<file path="src/core/flash_regs_pkg.sv">
/*
 * Constants shared by the flash disk host control register bank:
 * window offsets, field positions, reset values and mode codes.
 * Assumes byte offsets inside the 8 KB host memory window.
 */
package flash_regs_pkg;

	// Widths of the host window
	localparam int ADDR_W = 13;
	localparam int DATA_W = 16;

	// Register offsets inside the window
	localparam logic [12:0] OFS_IDENT_LOW    = 13'h1000;
	localparam logic [12:0] OFS_SCRATCH      = 13'h1004;
	localparam logic [12:0] OFS_SWAP_CTRL    = 13'h1008;
	localparam logic [12:0] OFS_OP_CTRL      = 13'h100c;
	localparam logic [12:0] OFS_READ_PTR     = 13'h101a;
	localparam logic [12:0] OFS_NOP          = 13'h103e;
	localparam logic [12:0] OFS_CONFIRM      = 13'h1072;
	localparam logic [12:0] OFS_IDENT_HIGH   = 13'h1074;

	// Boot block sections: below and at or above these limits
	localparam logic [12:0] BOOT_LOW_END     = 13'h0800;
	localparam logic [12:0] BOOT_HIGH_START  = 13'h1800;

	// Read pointer fields
	localparam int PTR_INC_BIT      = 15;
	localparam int PTR_ONE_BYTE_BIT = 14;
	localparam int PTR_ADDR_MSB     = 12;

	// Byte swap fields
	localparam int SWAP_LOW_BIT  = 0;
	localparam int SWAP_HIGH_BIT = 8;

	// Operating control fields
	localparam int MODE_LSB        = 0;
	localparam int MODE_MSB        = 1;
	localparam int MODE_WREN_BIT   = 2;
	localparam int BOOT_FLAG_BIT   = 3;
	localparam int RESET_FLAG_BIT  = 4;

	// Mode codes
	localparam logic [1:0] MODE_RESET  = 2'h0;
	localparam logic [1:0] MODE_NORMAL = 2'h1;
	localparam logic [1:0] MODE_DPD    = 2'h2;

	// Values after reset
	localparam logic [7:0]  SCRATCH_RST   = 8'h00;
	localparam logic [15:0] SWAP_RST      = 16'h0000;
	localparam logic [15:0] PTR_RST       = 16'h0000;
	localparam logic [7:0]  CONTROL_RST   = 8'h10;
	localparam logic [15:0] READ_ZERO     = 16'h0000;
	localparam logic [5:0]  PIN_IDLE      = 6'h3f;

	// Pointer steps
	localparam logic [12:0] STEP_BYTE = 13'h0001;
	localparam logic [12:0] STEP_WORD = 13'h0002;

	// Host bus cycle tracker, one-hot
	typedef enum logic [2:0] {
		CYC_IDLE  = 3'b001,
		CYC_READ  = 3'b010,
		CYC_WRITE = 3'b100
	} cycle_t;

endpackage

</file>
<file path="src/core/flash_regs.sv">
/*
 * Host control register bank of a NAND flash disk device: read pointer,
 * no-operation register, identification, scratch, byte swap and the
 * guarded operating control register with its sticky cause flags.
 * Assumes an asynchronous host bus (chip select, read and write strobes,
 * address and data) whose pins are synchronised here; the data port
 * access pulse and reset causes other than pins come from same-clock logic.
 */
//
// Functional notes
// - Read pointer holds a 13-bit register address for the next read.
// - Increment bit set advances pointer per read: byte in 8-bit, word in 16-bit.
// - Increment bit clear leaves the pointer unchanged.
// - Host sets single-byte bit; device clears it after the data port access.
// - No-operation register accesses change nothing; write only, no reset value.
// - Two read-only identification registers return fixed constants.
// - Scratch register stores and returns host data, resets to zero.
// - Both swap bits set exchange data bytes on 16-bit transfers.
// - Confirm register is write only; reads do not return control contents.
// - Mode field: 00 reset, 01 normal, 10 deep power-down.
// - Mode changes need the write-enable bit; it always reads zero.
// - Boot detector entry to reset sets boot flag; host clears by writing one.
// - Reset pin or voltage detector sets reset flag; cleared by one; resets to one.
// - Every read returns zero while in reset mode.
// - Interface configuration indication follows the configuration pin; no register reads it back, the pin only sets word steps and swap.
module flash_regs
	import flash_regs_pkg::*;
#(
	parameter logic [15:0] IDENT_LOW_VAL  = 16'h1234, // Arbitrary value
	parameter logic [15:0] IDENT_HIGH_VAL = 16'hedcb  // Arbitrary value
)
(
	// Clock, reset, enable
	input  wire logic                         ref_clk_i,
	input  wire logic                         rst_n_i,
	input  wire logic                         clk_en_i,
	// Host bus pins
	input  wire logic                         host_cs_n_i,
	input  wire logic                         host_rd_n_i,
	input  wire logic                         host_wr_n_i,
	input  wire logic [flash_regs_pkg::ADDR_W-1:0] host_addr_i,
	input  wire logic [flash_regs_pkg::DATA_W-1:0] host_data_i,
	output logic      [flash_regs_pkg::DATA_W-1:0] host_data_o,
	output logic                              host_data_oe_o,
	// Reset causes and configuration pins
	input  wire logic                         external_reset_in_n_i,
	input  wire logic                         voltage_fault_i,
	input  wire logic                         boot_detect_i,
	input  wire logic                         interface_cfg_i,
	// Flash data path side
	input  wire logic                         data_port_access_i,
	output logic      [flash_regs_pkg::ADDR_W-1:0] read_ptr_o,
	output logic                              one_byte_o,
	output logic                              swap_active_o,
	output logic      [1:0]                   mode_o
);
	import flash_regs_pkg::*;

	// Two-flop synchronisers for all pin inputs
	logic [ADDR_W-1:0] addr_m_q, addr_q;
	logic [DATA_W-1:0] din_m_q, din_q;
	logic [5:0]        pin_m_q, pin_q;
	logic [ADDR_W-1:0] cyc_addr_q;
	cycle_t            cyc_q;
	logic [1:0]        mode_q;
	logic              boot_flag_q, reset_flag_q;
	logic [7:0]        scratch_q;
	logic [15:0]       swap_q;
	logic              inc_q, one_byte_q;
	logic [ADDR_W-1:0] ptr_q;
	logic [7:0]        pend_q;
	logic              pend_valid_q;
	logic              cs_s, rd_s, wr_s, rst_pin_s, vfault_s, boot_s, cfg_s;
	logic              rd_start, rd_end, wr_end, wide, swap_en, in_reset;
	logic              confirm_ok, ctrl_wr, reset_cause, boot_cause;
	logic [15:0]       wdata, rdata, rdata_raw;

	// Boot block sections of the window
	function automatic logic is_boot_block(input logic [ADDR_W-1:0] a);
		return (a < BOOT_LOW_END) || (a >= BOOT_HIGH_START);
	endfunction

	// Write decode at the captured cycle address
	function automatic logic hit(input logic [ADDR_W-1:0] a, input logic [ADDR_W-1:0] ofs);
		return a == ofs;
	endfunction

	always_ff @(posedge ref_clk_i)
	begin
		if (!rst_n_i)
		begin
			addr_m_q <= '0;
			addr_q   <= '0;
			din_m_q  <= '0;
			din_q    <= '0;
			pin_m_q  <= PIN_IDLE;
			pin_q    <= PIN_IDLE;
		end
		else if (clk_en_i)
		begin
			addr_m_q <= host_addr_i;
			addr_q   <= addr_m_q;
			din_m_q  <= host_data_i;
			din_q    <= din_m_q;
			pin_m_q  <= {host_cs_n_i, host_rd_n_i, host_wr_n_i, external_reset_in_n_i,
				~voltage_fault_i, ~boot_detect_i};
			pin_q    <= pin_m_q;
		end
	end

	// Configuration pin kept as a separate synchronised level
	logic cfg_m_q, cfg_q;
	always_ff @(posedge ref_clk_i)
	begin
		if (!rst_n_i)
		begin
			cfg_m_q <= 1'b0;
			cfg_q   <= 1'b0;
		end
		else if (clk_en_i)
		begin
			cfg_m_q <= interface_cfg_i;
			cfg_q   <= cfg_m_q;
		end
	end

	// Synchronised levels, active high
	assign cs_s      = ~pin_q[5];
	assign rd_s      = cs_s & ~pin_q[4];
	assign wr_s      = cs_s & ~pin_q[3];
	assign rst_pin_s = ~pin_q[2];
	assign vfault_s  = ~pin_q[1];
	assign boot_s    = ~pin_q[0];
	assign cfg_s     = cfg_q;
	assign wide      = cfg_s;
	assign in_reset  = (mode_q == MODE_RESET);
	assign swap_en   = wide & swap_q[SWAP_LOW_BIT] & swap_q[SWAP_HIGH_BIT];
	assign wdata     = swap_en ? {din_q[7:0], din_q[15:8]} : din_q;

	// Strobe edges seen by the cycle tracker
	assign rd_start = (cyc_q == CYC_IDLE) & rd_s;
	assign rd_end   = (cyc_q == CYC_READ) & ~rd_s;
	assign wr_end   = (cyc_q == CYC_WRITE) & ~wr_s;

	// Host bus cycle tracker
	always_ff @(posedge ref_clk_i)
	begin
		if (!rst_n_i)
		begin
			cyc_q      <= CYC_IDLE;
			cyc_addr_q <= '0;
		end
		else if (clk_en_i)
		begin
			case (cyc_q)
				CYC_IDLE:
				begin
					cyc_addr_q <= addr_q;
					if (rd_s)
						cyc_q <= CYC_READ;
					else if (wr_s)
						cyc_q <= CYC_WRITE;
				end
				CYC_READ:
					if (!rd_s)
						cyc_q <= CYC_IDLE;
				CYC_WRITE:
					if (!wr_s)
						cyc_q <= CYC_IDLE;
				default:
					cyc_q <= CYC_IDLE;
			endcase
		end
	end

	// Read data multiplexer
	always_comb
	begin
		rdata_raw = READ_ZERO;
		case (addr_q)
			OFS_IDENT_LOW:  rdata_raw = IDENT_LOW_VAL;
			OFS_IDENT_HIGH: rdata_raw = IDENT_HIGH_VAL;
			OFS_SCRATCH:    rdata_raw = {8'h00, scratch_q};
			OFS_SWAP_CTRL:  rdata_raw = swap_q;
			OFS_OP_CTRL:    rdata_raw = {8'h00, 3'h0, reset_flag_q, boot_flag_q,
				1'b0, mode_q};
			OFS_READ_PTR:   rdata_raw = {inc_q, one_byte_q, 1'b0, ptr_q};
			default:        rdata_raw = READ_ZERO;
		endcase
		rdata = in_reset ? READ_ZERO : rdata_raw;
	end

	// Host data output, driven during a read cycle
	always_ff @(posedge ref_clk_i)
	begin
		if (!rst_n_i)
		begin
			host_data_o    <= '0;
			host_data_oe_o <= 1'b0;
		end
		else if (clk_en_i)
		begin
			if (rd_start)
			begin
				host_data_o    <= swap_en ? {rdata[7:0], rdata[15:8]} : rdata;
				host_data_oe_o <= 1'b1;
			end
			else if (rd_end)
				host_data_oe_o <= 1'b0;
		end
	end

	// Reset causes and confirmed control write
	assign reset_cause = rst_pin_s | vfault_s;
	assign boot_cause  = boot_s;
	assign ctrl_wr     = wr_end & hit(cyc_addr_q, OFS_CONFIRM) & pend_valid_q;
	assign confirm_ok  = ctrl_wr & (wdata[7:0] == ~pend_q);

	// Pending control value waiting for its complement
	always_ff @(posedge ref_clk_i)
	begin
		if (!rst_n_i)
		begin
			pend_q       <= '0;
			pend_valid_q <= 1'b0;
		end
		else if (clk_en_i)
		begin
			if (wr_end && hit(cyc_addr_q, OFS_OP_CTRL))
			begin
				pend_q       <= wdata[7:0];
				pend_valid_q <= 1'b1;
			end
			else if (wr_end || (rd_end && !is_boot_block(cyc_addr_q)))
				pend_valid_q <= 1'b0;
		end
	end

	// Mode and sticky cause flags
	always_ff @(posedge ref_clk_i)
	begin
		if (!rst_n_i)
		begin
			mode_q       <= CONTROL_RST[MODE_MSB:MODE_LSB];
			boot_flag_q  <= CONTROL_RST[BOOT_FLAG_BIT];
			reset_flag_q <= CONTROL_RST[RESET_FLAG_BIT];
		end
		else if (clk_en_i)
		begin
			if (reset_cause || boot_cause)
				mode_q <= MODE_RESET;
			else if (confirm_ok && pend_q[MODE_WREN_BIT]
				&& (pend_q[MODE_MSB:MODE_LSB] != 2'h3))
				mode_q <= pend_q[MODE_MSB:MODE_LSB];
			if (boot_cause)
				boot_flag_q <= 1'b1;
			else if (confirm_ok && pend_q[BOOT_FLAG_BIT])
				boot_flag_q <= 1'b0;
			if (reset_cause)
				reset_flag_q <= 1'b1;
			else if (confirm_ok && pend_q[RESET_FLAG_BIT])
				reset_flag_q <= 1'b0;
		end
	end

	// Scratch and byte swap registers, held at reset values in reset mode
	always_ff @(posedge ref_clk_i)
	begin
		if (!rst_n_i || (clk_en_i && in_reset))
		begin
			scratch_q <= SCRATCH_RST;
			swap_q    <= SWAP_RST;
		end
		else if (clk_en_i && wr_end)
		begin
			if (hit(cyc_addr_q, OFS_SCRATCH))
				scratch_q <= wdata[7:0];
			if (hit(cyc_addr_q, OFS_SWAP_CTRL))
			begin
				swap_q                <= SWAP_RST;
				swap_q[SWAP_LOW_BIT]  <= wdata[SWAP_LOW_BIT];
				swap_q[SWAP_HIGH_BIT] <= wdata[SWAP_HIGH_BIT];
			end
		end
	end

	// Read pointer with increment and single-byte control
	always_ff @(posedge ref_clk_i)
	begin
		if (!rst_n_i || (clk_en_i && in_reset))
		begin
			inc_q      <= PTR_RST[PTR_INC_BIT];
			one_byte_q <= PTR_RST[PTR_ONE_BYTE_BIT];
			ptr_q      <= PTR_RST[PTR_ADDR_MSB:0];
		end
		else if (clk_en_i)
		begin
			if (wr_end && hit(cyc_addr_q, OFS_READ_PTR))
			begin
				inc_q      <= wdata[PTR_INC_BIT];
				one_byte_q <= wdata[PTR_ONE_BYTE_BIT];
				ptr_q      <= wdata[PTR_ADDR_MSB:0];
			end
			else
			begin
				if (data_port_access_i)
					one_byte_q <= 1'b0;
				if (rd_end && inc_q)
					ptr_q <= ptr_q + (wide ? STEP_WORD : STEP_BYTE);
			end
		end
	end

	// Outputs toward the flash data path
	always_ff @(posedge ref_clk_i)
	begin
		if (!rst_n_i)
		begin
			read_ptr_o    <= '0;
			one_byte_o    <= 1'b0;
			swap_active_o <= 1'b0;
			mode_o        <= MODE_RESET;
		end
		else if (clk_en_i)
		begin
			read_ptr_o    <= ptr_q;
			one_byte_o    <= one_byte_q;
			swap_active_o <= swap_en;
			mode_o        <= mode_q;
		end
	end

endmodule

</file>
<file path="config.mk">
export PLATFORM = sky130hd
export DESIGN_NAME = flash_regs
export DESIGN_NICKNAME = d
export VERILOG_FILES = /design/src/core/flash_regs_pkg.sv /design/src/core/flash_regs.sv
export SDC_FILE = /design/constraint.sdc
export NUM_CORES = 1
export LEC_CHECK = 0
export BUFFER_PORTS_ARGS = -buffer_cell sky130_fd_sc_hd__buf_2
export CAP_MARGIN = 15
export CORE_MARGIN = 8
export CORE_UTILIZATION = 38
export CTS_CLUSTER_SIZE = 40
export DETAILED_ROUTE_END_ITERATION = 16
export HOLD_SLACK_MARGIN = 0.08
export SYNTH_ARGS = -nofsm -noshare
export SYNTH_HDL_FRONTEND = slang
export SYNTH_SLANG_ARGS = --single-unit
export TNS_END_PERCENT = 100
</file>
<file path="constraint.sdc">
create_clock -name ref_clk_i -period 5 [get_ports ref_clk_i]
set_input_delay 0 -clock ref_clk_i [delete_from_list [all_inputs] [get_ports ref_clk_i]]
set_output_delay 0 -clock ref_clk_i [all_outputs]
set_load 0.005 [all_outputs]
</file>
==> flow_summary.ini <==
[timing]
fin_crit_ns = 2.91
slew_violations = 0
min_period_over_period_pct = 58.1
rsz0062_at_grt = no
hold_violations = 0
finClkSkew_ns = 0.0101
tns_ns = 0
slew_headroom_pct = 38.5
setup_violations = 0
max_slew.worst_pin.slew_ns = 0.922
fmax_ghz = 0.344

[run]
max_cap_viol_count = 0

[final_layout]
drive_gt1_share_pct = 14.0
areaGrowthSynthToFinish_pct = 22.7
multi_input_area_mm2 = 0.00392
final_util_pct = 47.0
seqCellArea_mm2 = 0.00320
diodes = 0
fin_nets = 943
nFillCells = 1919

[yosys]
ys_seq_area_share_pct = 43.4
synth-edff-count = 0
synthFlopType = dfxtp_1
async_flop_share_pct = 0
synth.distinct_cells = 64
syn-cell-area_mm2 = 0.00737
yosys_warnings = 0
syn_avg_cell_area_um2 = 9.22
syn_inst = 800
ys_seq_elements = 160
syn_nets = 843

[routing]
totalWireLength_um = 18800
route.detailed.drc = 0
vias = 6017
dr.pass1.iters = 5
wire_per_inst_um = 16.0
via_per_inst = 5.11
antenna_left = 0
first_iter_violations = 400

[worst_setup_path]
critPathMaxFanout = 16
rrSetupSlack_ns = 2.09
crit_required_ns = 5.35
critPathLaunchType = flip-flop
worstSetupPathType = reg -> reg
cp-end-kind = flip-flop
worstPathArrival_ns = 3.26

[floorplan]
die_w_um = 155
start_util_pct = 38.3
fp.dieArea_mm2 = 0.0241
die_h_um = 155
pin_count = 74
rows = 51
core_mm2 = 0.0193

[grt]
grt_start_max_net_pins = 87
grt_pass1_wl_um = 31000
grtUsageTotal_pct = 16.1
grt_overflow = 0
antenna_found_initial = 0
grt_pass1_vias = 5719

[status]
status = finished, final reports clean

[pwr]
switching_power_mw = 0.662
finalPower_mw = 2.91
p_clk_share_pct = 47.9
leakage_nw = 3.70
ir_drop_mv = 0.228
switching_share_pct = 22.8
seqPwrFrac_pct = 45.7
internal-power_mw = 2.25
pwr-share-comb_pct = 6.4
power.density_mw_per_mm2 = 321

[cts]
post-cts-setup-buffers = 0
cts_buffers = 17
cts.sink_count = 160
cts_tree = done
ctsHtreeMaxLevel = 4
clock_latency_ns = 0.43
cts-root-buf = clkbuf_16
ctsLongestPathBuffers = 2
clk_pin_slew_ns = 0.07

[place]
portBuffers = 73
hpwl_um = 13000
gp_congestion = 0.853

[hold_path]
min_path_type = in -> reg
-- flip-flops by register name, indices dropped and copies added (netlist names), 2 cells and up --
signal       cells
din_m_q         16
din_q           16
host_data_o     16
addr_m_q        13
addr_q          13
cyc_addr_q      13
ptr_q           13
read_ptr_o      13
pend_q           8
scratch_q        8
pin_m_q          6
pin_q            6
cyc_q            3
mode_o           2
mode_q           2
swap_q           2
-- Yosys cell counts (3+ instances only) --
master / instances / share of area [%]
dfxtp_1: 160 / 43
nand2_1: 114 / 5.8
mux2i_1: 104 / 14
nor2b_1: 86 / 7.3
o21ai_0: 31 / 2.1
clkbuf_1: 26 / 1.3
nor2_1: 26 / 1.3
a21oi_1: 24 / 1.6
a21boi_0: 22 / 2.2
nand3_1: 20 / 1.4
nand4_1: 14 / 1.2
nor3_1: 13 / 0.88
a22oi_1: 11 / 1.1
a32o_1: 11 / 1.5
buf_1: 11 / 0.56
o211a_1: 10 / 1.4
buf_2: 9 / 0.61
inv_1: 9 / 0.46
a21o_1: 7 / 0.71
xnor2_1: 6 / 0.71
o211ai_1: 5 / 0.51
or2_2: 5 / 0.42
and2_1: 4 / 0.34
and4_1: 4 / 0.48
nand3b_1: 4 / 0.41
nor3_2: 4 / 0.54
o22ai_1: 4 / 0.34
or4_1: 4 / 0.41
a31oi_1: 3 / 0.25
-- final cells by class --
cell class                      count  area share [%]
Sequential cell                   160            35.4
Timing Repair Buffer              129            10.2
Clock inverter                     14            2.23
Multi-Input combinational cell    583            43.4
Inverter                            9           0.373
Tap cell                          265            3.66
Clock buffer                       18            4.74
-- cells by family after synthesis --
group / share of synthesized area (%)
multiplexers: 14.6
adder cells (fa/ha/maj): 0.611
flip-flops: 43.4
AND/OR/NAND/NOR: 23.3
AO/OA/AOI/OAI: 13.5
buffers and inverters: 3.33
XOR/XNOR: 1.27
-- stage by stage --
stage / instances / hold WS, ns / area [µm²] / worst slack (ns)
6_report: 1178 / 0.248 / 9050 / 2.09
5_1_grt: 1178 / 0.281 / 9050 / 1.83
4_1_cts: 1178 / 0.218 / 9050 / 2.15
3_5_place_dp: 1092 / 0.222 / 7880 / 2.13
3_3_place_gp: 1092 / 0.216 / 7880 / 2.13
2_1_floorplan: 800 / 0.128 / 7370 / 2.74
-- cells in the final DEF (no fill, tap or decap), types with 5 or more instances in the layout --
master         count
a21o_1             7
clkbuf_16         17
nor2_1            26
a32o_1            11
or2_2              5
nand3_1           20
a22oi_1           11
o211a_1           10
nand4_1           14
a21boi_0          22
buf_2             71
nand2_1          114
inv_1              9
mux2i_1          104
dlygate4sd3_1     54
o211ai_1           5
nor2b_1           86
a21oi_1           24
o21ai_0           31
dfxtp_1          160
nor3_1            13
xnor2_1            6
-- layer usage --
layer  vias up  part of all wire [%]  global-route usage [%]
li1       3040                     -                       -
met1      2831                    49                    21.5
met2       124                    45                    24.8
met3        22                   4.0                    3.55
met4         0                   1.8                    6.47
met5         -                     0                       0
-- worst max-delay path, cell delays in order (launching register included) --
cell      delay, ns
dfxtp_1        0.42
nor3b_1        0.32
and2_0         0.67
nand2_1        0.60
nor2_1         0.50
nand3_1        0.12
a21boi_0       0.17
-- power by group through the flow --
stage | Combinational [mW] | Clock [mW] | Sequential (mW)
finish | 0.186 | 1.39 | 1.33
floorplan | 0.114 | 0 | 1.35
CTS | 0.186 | 1.43 | 1.33
global placement | 0.152 | 0 | 1.36
detailed placement | 0.153 | 0 | 1.36
global route | 0.204 | 1.48 | 1.33
-- repair_timing --
| action | CTS | global route |
|---|---|---|
| endpoints found under the hold margin | 65 | 0 |
| endpoints found under the setup margin | 0 | 0 |
| gates resized for setup | 0 | 0 |
| hold buffers | 54 | 0 |
-- worst paths after layout --
check / startpoint / to / depth (start not counted)
max: cyc_q[0] / host_data_o[10] / 6
min: clk_en_i / reset_flag_q / 3
max reg2reg: cyc_q[0] / host_data_o[10] / 6
min reg2reg: scratch_q[5] / scratch_q[5] / 2
No activity file was read; power rests on OpenSTA's default activity.
